$ cat config.mk
export PLATFORM = sky130hd
export DESIGN_NAME = ssadc_control
export DESIGN_NICKNAME = d
export VERILOG_FILES = /design/src/ssadc_pkg.sv /design/src/ssadc_edge_flag.sv /design/src/ssadc_control.sv
export SDC_FILE = /design/constraint.sdc
export NUM_CORES = 1
export LEC_CHECK = 0
export BUFFER_PORTS_ARGS = -buffer_cell sky130_fd_sc_hd__buf_2
export CAP_MARGIN = 20
export CORE_UTILIZATION = 45
export DETAILED_ROUTE_END_ITERATION = 7
export PLACE_DENSITY = 0.73
export SYNTH_ARGS = -nofsm -noshare
export SYNTH_HDL_FRONTEND = slang
export SYNTH_SLANG_ARGS = --single-unit
$ cat constraint.sdc
create_clock -name clk -period 1.5 [get_ports clk]
set_input_delay 0.15 -clock clk [delete_from_list [all_inputs] [get_ports clk]]
set_output_delay 0.15 -clock clk [all_outputs]
set_load 0.01 [all_outputs]
$ cat src/ssadc_pkg.sv
package ssadc_pkg;
  // Register offsets
  localparam logic [7:0] ANALOG_CONTROL_ADDR        = 8'h1D;
  localparam logic [7:0] ANALOG_CHANNEL_SELECT_ADDR = 8'h1C;
  localparam logic [7:0] CMP_STATUS_ADDR            = 8'h1E;
  // Analog control bit positions
  localparam int CHARGE_DRIVE_BIT       = 0;
  localparam int CONV_MODE_LO_BIT       = 1;
  localparam int CONV_MODE_HI_BIT       = 2;
  localparam int CAPTURE_FROM_CMP_BIT   = 3;
  localparam int COMPARATOR2_POWER_BIT  = 5;
  localparam int COMPARATOR1_POWER_BIT  = 6;
  localparam int RAMP_SOURCE_ENABLE_BIT = 7;
  // Channel select bit positions
  localparam int PIN_SELECT_LSB  = 0;
  localparam int REF_SELECT_BIT  = 7;
  // Status register bit positions
  localparam int CMP2_RISE_FLAG_BIT  = 0;
  localparam int CMP2_FLAG_CLEAR_BIT = 1;
  // Reset values
  localparam logic [7:0] ANALOG_CONTROL_RESET        = 8'h00;
  localparam logic [7:0] ANALOG_CHANNEL_SELECT_RESET = 8'h00;
  // Conversion modes
  typedef enum logic [1:0] {
    SSADC_MODE_MANUAL = 2'h0,
    SSADC_MODE_AUTO_DIS = 2'h1,
    SSADC_MODE_TOF_ICF = 2'h2,
    SSADC_MODE_OCF_ICF = 2'h3
  } ssadc_mode_type;
endpackage

$ cat src/ssadc_edge_flag.sv
`timescale 1ns/100ps
// Sticky rising-edge flag; set wins over a same-cycle clear
module ssadc_edge_flag (
  input  wire logic clk,
  input  wire logic srst,
  input  wire logic level,
  input  wire logic clear,
  output logic      flag,
  output logic      rise
);
  logic level_q;
  assign rise = level & ~level_q;

  always_ff @(posedge clk) begin
    if (srst) begin
      level_q <= 1'b0;
      flag    <= 1'b0;
    end else begin
      level_q <= level;
      flag    <= rise | (flag & ~clear);
    end
  end
endmodule

$ cat src/ssadc_control.sv
// Implementation choice: the address-and-strobe port.
`timescale 1ns/100ps
// Function
// - Reference switch only when no pin selected
// - Each pin select drives its own switch
// - Ground switch when nothing selected
// - Enable bits clear power down analog
// - Reset clears analog control register
// - Charge set with source enable sources
// - Charge clear with source enable sinks
// - Mode bits inert without source enable, except capture routing
// - Reset returns to manual mode
// - Source disabled: no source, no sink
// - Mode 0: only writes change charge
// - Mode 1: comparator 2 rise clears charge
// - Mode 2: overflow sets, capture clears
// - Mode 3: compare sets, capture clears
// - High mode bit set enables capture routing
// - Comparator 2 flag sticky on rise
// - Reset clears all pin selects
module ssadc_control (
  input  wire logic       clk,
  input  wire logic       srst,
  input  wire logic [7:0] addr,
  input  wire logic [7:0] wdata,
  input  wire logic       wr,
  input  wire logic       rd,
  output logic      [7:0] rdata,
  input  wire logic       cmp2_out,
  input  wire logic       timer_overflow_flag,
  input  wire logic       output_compare_flag,
  input  wire logic       input_capture_flag,
  output logic            ref_switch,
  output logic      [3:0] pin_switch,
  output logic            ground_switch,
  output logic            ramp_source_power,
  output logic            comparator1_power,
  output logic            comparator2_power,
  output logic            ramp_sourcing,
  output logic            ramp_sinking,
  output logic            capture_from_cmp,
  output logic            cmp2_rise_flag
);
  logic [7:0] analog_control;
  logic [7:0] analog_channel_select;
  logic [7:0] next_rdata;
  logic       cmp2_rise;
  logic       cmp2_clear;
  logic       ovf_q;
  logic       ocf_q;
  logic       icf_q;

  wire wr_ctl = wr && (addr == ssadc_pkg::ANALOG_CONTROL_ADDR);
  wire wr_sel = wr && (addr == ssadc_pkg::ANALOG_CHANNEL_SELECT_ADDR);
  wire wr_sts = wr && (addr == ssadc_pkg::CMP_STATUS_ADDR);
  assign cmp2_clear = wr_sts && wdata[ssadc_pkg::CMP2_FLAG_CLEAR_BIT];

  // Timer flags are levels; only their rising edge is an event
  wire ovf_evt = timer_overflow_flag & ~ovf_q;
  wire ocf_evt = output_compare_flag & ~ocf_q;
  wire icf_evt = input_capture_flag & ~icf_q;

  wire src_en = analog_control[ssadc_pkg::RAMP_SOURCE_ENABLE_BIT];
  wire charge_drive    = analog_control[ssadc_pkg::CHARGE_DRIVE_BIT];
  wire [1:0] mode_bits = {analog_control[ssadc_pkg::CONV_MODE_HI_BIT],
                          analog_control[ssadc_pkg::CONV_MODE_LO_BIT]};
  ssadc_pkg::ssadc_mode_type mode;
  assign mode = ssadc_pkg::ssadc_mode_type'(mode_bits);

  ssadc_edge_flag u_cmp2_flag (
    .clk   (clk),
    .srst  (srst),
    .level (cmp2_out),
    .clear (cmp2_clear),
    .flag  (cmp2_rise_flag),
    .rise  (cmp2_rise)
  );

  // Hardware set/clear of the charge bit, gated by source enable
  logic hw_set;
  logic hw_clr;
  always_comb begin
    hw_set = 1'b0;
    hw_clr = 1'b0;
    if (src_en) begin
      unique case (mode)
        ssadc_pkg::SSADC_MODE_MANUAL: begin
          hw_set = 1'b0;
        end
        ssadc_pkg::SSADC_MODE_AUTO_DIS: begin
          hw_clr = cmp2_rise;
        end
        ssadc_pkg::SSADC_MODE_TOF_ICF: begin
          hw_set = ~charge_drive & ovf_evt;
          hw_clr = charge_drive & icf_evt;
        end
        ssadc_pkg::SSADC_MODE_OCF_ICF: begin
          hw_set = ~charge_drive & ocf_evt;
          hw_clr = charge_drive & icf_evt;
        end
      endcase
    end
  end

  // Write data with the charge bit resolved; hardware events win
  logic [7:0] ctl_wval;
  logic [7:0] next_ctl;
  always_comb begin
    ctl_wval = wr_ctl ? wdata : analog_control;
    if (wr_ctl && wdata[ssadc_pkg::CONV_MODE_HI_BIT])
      ctl_wval[ssadc_pkg::CAPTURE_FROM_CMP_BIT] = 1'b1;
    next_ctl = ctl_wval;
    if (hw_set)
      next_ctl[ssadc_pkg::CHARGE_DRIVE_BIT] = 1'b1;
    else if (hw_clr)
      next_ctl[ssadc_pkg::CHARGE_DRIVE_BIT] = 1'b0;
  end

  always_comb begin
    unique case (addr)
      ssadc_pkg::ANALOG_CONTROL_ADDR:        next_rdata = analog_control;
      ssadc_pkg::ANALOG_CHANNEL_SELECT_ADDR: next_rdata = analog_channel_select;
      ssadc_pkg::CMP_STATUS_ADDR:
        next_rdata = {7'h00, cmp2_rise_flag};
      default:                               next_rdata = 8'h00;
    endcase
  end

  // Switch decode: reference only with every pin select off
  wire [3:0] pins    = analog_channel_select[ssadc_pkg::PIN_SELECT_LSB +: 4];
  wire       ref_bit = analog_channel_select[ssadc_pkg::REF_SELECT_BIT];
  wire next_ref_sw = ref_bit && (pins == 4'h0);
  wire next_gnd_sw = !ref_bit && (pins == 4'h0);

  always_ff @(posedge clk) begin
    if (srst) begin
      analog_control        <= ssadc_pkg::ANALOG_CONTROL_RESET;
      analog_channel_select <= ssadc_pkg::ANALOG_CHANNEL_SELECT_RESET;
      ovf_q                 <= 1'b0;
      ocf_q                 <= 1'b0;
      icf_q                 <= 1'b0;
      rdata                 <= 8'h00;
    end else begin
      analog_control <= next_ctl;
      if (wr_sel)
        analog_channel_select <= wdata;
      ovf_q <= timer_overflow_flag;
      ocf_q <= output_compare_flag;
      icf_q <= input_capture_flag;
      rdata <= rd ? next_rdata : 8'h00;
    end
  end

  // Outputs registered, one cycle after the register they follow
  always_ff @(posedge clk) begin
    if (srst) begin
      ref_switch        <= 1'b0;
      pin_switch        <= 4'h0;
      ground_switch     <= 1'b1;
      ramp_source_power <= 1'b0;
      comparator1_power <= 1'b0;
      comparator2_power <= 1'b0;
      ramp_sourcing     <= 1'b0;
      ramp_sinking      <= 1'b0;
      capture_from_cmp  <= 1'b0;
    end else begin
      ref_switch        <= next_ref_sw;
      pin_switch        <= pins;
      ground_switch     <= next_gnd_sw;
      ramp_source_power <= src_en;
      comparator1_power <= analog_control[ssadc_pkg::COMPARATOR1_POWER_BIT];
      comparator2_power <= analog_control[ssadc_pkg::COMPARATOR2_POWER_BIT];
      ramp_sourcing     <= src_en & charge_drive;
      ramp_sinking      <= src_en & ~charge_drive;
      capture_from_cmp  <= analog_control[ssadc_pkg::CAPTURE_FROM_CMP_BIT];
    end
  end
endmodule

Word level (Yosys, flattened, before mapping)
Index checks and enable logic that the tools add are counted. W data, S select, Z words.

Register bits after elaboration: 41. Input bits: 24. Logic and storage cells: 65.

Equal/unequal tests: 6. Mux-type cells: 9. Bitwise gates (word level): 18. Reduce and logical (&&, ||, !) cells: 13.

Operators with widths (number): $eq A8 B5 Y1 const B (3); $pmux W8 S3 (1); $and A1 B1 Y1 (10); $logic_and A1 B1 Y1 (7); $not A1 Y1 (7); $mux W1 (5); $eq A2 B2 Y1 const B (2); $logic_not A4 Y1 (1); $mux W4 (1); $pmux W1 S2 (2); $reduce_or A2 Y1 (2); $reduce_bool A3 Y1 (1); $eq A2 B1 Y1 const B (1); $reduce_bool A2 Y1 (1); $logic_not A1 Y1 (1); $or A1 B1 Y1 (1).

Depth between registers and ports, before layout
Depth after elaboration: 7. Mapped depth: 5. Depth with buffers taken out: 3.

Cells and area by module
Synthesis repeated with hierarchy kept, for this count alone.

Cell total of the unflattened synthesis: 135. Area total of the unflattened synthesis: 1495.2 µm².

By module, submodules not included: ssadc_control (times used 1, cells each 129, area each 1418.9 µm², sequential area each 780.7 µm²); ssadc_edge_flag (times used 1, cells each 6, area each 76.3 µm², sequential area each 40.0 µm²).

Worst setup path before layout
Ideal clock, no wire load.

Kind: input -> register. From: input addr[5]. To: register rdata[3]. Arrival: 1.526 ns. Required time: 1.437 ns. Setup slack: -0.089 ns. Cell stages on the path: 5. Path buffers: 2. Cells stage by stage: or4b_1 buf_6 or4_4 buf_6 nor2_2.

Word-level cells in the longest chain between the ends: 2. Elaborated cells on any way between the ends: 4. Classes of those cells: eq/ne (3); mux (1).

RTL lines: start: declaration (RTL line ssadc_control.sv:24) `input wire logic [7:0] addr,`; $eq A8 B5 Y1 (RTL line ssadc_control.sv:120) `unique case (addr)`; $pmux W8 S3 * (RTL line ssadc_control.sv:120); end signal: assignment (RTL line ssadc_control.sv:150) `rdata <= rd ? next_rdata : 8'h00;`; end: declaration (RTL line ssadc_control.sv:28) `output logic [7:0] rdata,`.

Mark *: on every way between the ends. The rest lies on a longest branch, timed or not. A chain may end at the register's enable or synchronous reset.

Worst setup path after layout
From: register analog_control[1]. To: register analog_control[0].

Word-level cells in the longest chain between the ends: 6. Elaborated cells on any way between the ends: 11. Classes of those cells: eq/ne (3); mux (6); reduce/logical (2).

RTL lines: start: declaration (RTL line ssadc_control.sv:44) `logic [7:0] analog_control;`; start signal: assignment (RTL line ssadc_control.sv:137) `analog_control <= ssadc_pkg::ANALOG_CONTROL_RESET;`; start signal: assignment (RTL line ssadc_control.sv:144) `analog_control <= next_ctl;`; $eq A2 B2 Y1 (RTL line ssadc_control.sv:86) `unique case (mode)`; $reduce_or A2 Y1 (no line); $pmux W1 S2 (RTL line ssadc_control.sv:86); $mux W1 (RTL line ssadc_control.sv:85) `if (src_en) begin`; $mux W1 (RTL line ssadc_control.sv:115) `else if (hw_clr)`; $mux W1 (RTL line ssadc_control.sv:113) `if (hw_set)`.

Parallel ways exist; a longest one is shown, timed or not.

==> results.md <==
* Outcome: finished clean
* Die H at 61.7 um
* Global routing's busiest layer: met2
* Design area at 0.00197 mm2
* Antenna cells at 0
* Worst r2r src: analog_control[1]$_SDFFE_PP0P_
* Seq/Total Area, Yosys at 51.2%
* Slowest-stage cell, CP: or3b_2
* Maximum VDD drop at 523 uV
* Type of origin of the critical path: flip-flop
* Worst Path Arrival at 1680 ps
* Die Area at 0.00380 mm2
* Global placement routability congestion at 0.781
* Leakage at 0.789 nW
* Maximum clock rate at 0.716 GHz
* Final nets at 227
* Area after DPL at 0.00188 mm2
* Synth Register Bits at 41
* Filler cell count at 325
* MaxCap Viol Count at 0
* Initial antenna violation count at 0
* Setup violations, final at 0
* Max stage delay on crit path at 470 ps
* Dpl hpwl at 2340 um
* Critical Path Start: analog_control[1]$_SDFFE_PP0P_
* Gate Count Post-Synth at 157
* Met3 usage at 5.25%
* Final total power at 1.98 mW
* Mean Syn Cell Area at 10.2 um2
* Layout cells sized above 1 at 34.8%
* DIE WIDTH at 61.7 um
* Initial Util at 47.7%
* PwrDens at 1000 mW/mm2
* Pin count of the biggest net entering global routing at 32
* Drt wl/cell at 13.7 um
* Fin. Hold Viols at 0
* PostCTS Resize Cnt at 0
* DR pass1 iterations at 4
* CTS tree: built
* Top area cells in the synthesized netlist: dfxtp_1, o31ai_1, nand4_1
* Worst-path fanout max at 2
* DRT antenna net count at 0
* WP data required at 1780 ps
* Synth Warn # at 0
* Max-slew violations at 0
* Total GRT Usage at 19.6%
* DR vias at 1353
* Clock Sinks at 41
* Area of the multi-input gates at 714 um2
* First-pass GRT wire length at 5250 um
* Post-Syn Nets at 181
* HP Start: timer_overflow_flag
* Worst-case clock buffer depth at 2
* DRC violations left at 0
* Met1 global-route usage at 23.1%
* Synthesized cell area at 0.00160 mm2
* Yosys top cell by area: dfxtp_1
* Sequential cell area at 821 um2
* Crit-path cells: or3b_2, a211o_1, a311oi_1
* H-tree Lvls at 2
* Rows at 21
* Synth-to-Final Area Change at 22.9%
* Cts hold-fix bufs at 0
* Total grt overflow at 0
* Post-synth top area share at 51.2%
* Hold Path Class: primary input to flip-flop
* Vias in the first global route at 1210
* Worst Clk Skew at 11.1 ps
* RSZ-0062 raised after global routing: false
* IO buf count at 44
* M2 GR Usage at 31.3%
* CTS Root Cell: clkbuf_4
* Vias/cell at 5.41
* Core Area at 0.00336 mm2
* Max transition margin at 68.3%
* Worst slew pin tran at 476 ps
* Drt total wl at 3430 um
* # IOs at 45
* Crit Path Category: flip-flop to flip-flop
* TritonCTS buffer count at 5
* Final min period at 1400 ps
* Synth unique cells at 30
* Crit. End Element: flip-flop
* Post-CTS Setup Repair Bufs at 0
* Clock Pin Slew Worst Setup and Hold Paths at 120 ps
* DR iter-0 viols at 63
* Final worst-path cycle share at 93.1%
* Skew-Pair Late Insertion Delay at 360 ps
[layout by cell type, fill, tap and decap left out, drive strengths merged, types with 2 or more instances in the layout]
cell type  count
mux2i          8
nand4         15
nand4b         3
dfxtp         41
a21oi         16
nand2b         2
or4            2
clkbuf         7
nand3b         2
nor2           7
nor2b         13
nor4b          2
o31ai         17
nand2          2
buf           53
[worst paths after layout]
check	cells after the start	slack, ps	end
hold / removal	2	9	ovf_q$_SDFF_PP0_
hold reg to reg	2	480	analog_channel_select[6]$_SDFFE_PP0P_
setup / recovery	3	100	analog_control[0]$_SDFFE_PP0P_
setup reg to reg	3	100	analog_control[0]$_SDFFE_PP0P_
[Yosys cell counts]
| cell type | count |
|---|---|
| nor3b_1 | 1 |
| nand2b_1 | 2 |
| clkbuf_1 | 12 |
| o21bai_1 | 1 |
| nor4b_2 | 1 |
| a311oi_1 | 1 |
| nor2_2 | 7 |
| buf_6 | 2 |
| nand3b_1 | 2 |
| or4bb_1 | 1 |
| a21oi_1 | 16 |
| or4b_1 | 1 |
| o2111ai_1 | 1 |
| o21ai_0 | 1 |
| mux2i_1 | 8 |
| inv_1 | 1 |
| a211o_1 | 1 |
| nand4_1 | 15 |
| or4_4 | 1 |
| and2_1 | 1 |
| o31ai_1 | 17 |
| or3b_2 | 1 |
| nor4b_1 | 1 |
| dfxtp_1 | 41 |
| nand4b_1 | 3 |
| or4_1 | 1 |
| and4b_1 | 1 |
| nor2b_1 | 13 |
| a21boi_0 | 1 |
| nand2_1 | 2 |
[worst max-delay path: cells and delay by family (launching register included)]
family	cells	cell delay (ps)
simple gates	1	470
compound gates	2	530
flops	1	330
[flip-flops by register name (all words and copies together) (netlist names), 4 cells and up]
name	count
analog_control	8
analog_channel_select	8
rdata	8
pin_switch	4
[metrics by stage]
step                util [%]  setup TNS [ps]  setup slack [ps]  hold WS, ps  std cells
floorplan                  -            -514             -73.4          236        157
global placement        56.0            -317             -47.5          375        242
detailed placement      56.0            -611             -83.7          388        242
CTS                     58.6               0               101         11.0        250
global route            58.6               0              68.7         42.2        250
finish                  58.6               0               104         8.88        250
[report_power, final]
group | switching, mW | leakage, nW | internal, mW
Clock | 0.349 | 0.0455 | 0.398
Combinational | 0.0757 | 0.412 | 0.0528
Sequential | 0.00358 | 0.332 | 1.10
[kinds of logic after synthesis]
logic type	Yosys count	share of synthesized area [%]
AND/OR/NAND/NOR	54	23.5
flip-flops	41	51.2
AO/OA/AOI/OAI	39	15.8
buffers and inverters	15	4.45
multiplexers	8	5.00
[final cells by class]
type                       instances  area share, %
tap                               46           2.92
clock inverter                     1           1.52
multi-input combinational        101           36.3
clock buffer                       7           2.80
sequential                        41           41.7
timing repair buffer              53           14.6
inverter                           1          0.191
[routing by layer]
layer  wire [um]  vias to the layer above
met5           0                        -
met4          89                        0
met3         190                       12
met2        1660                       58
met1        1490                      608
li1            -                      675
Power figures use the tool's default switching activity.
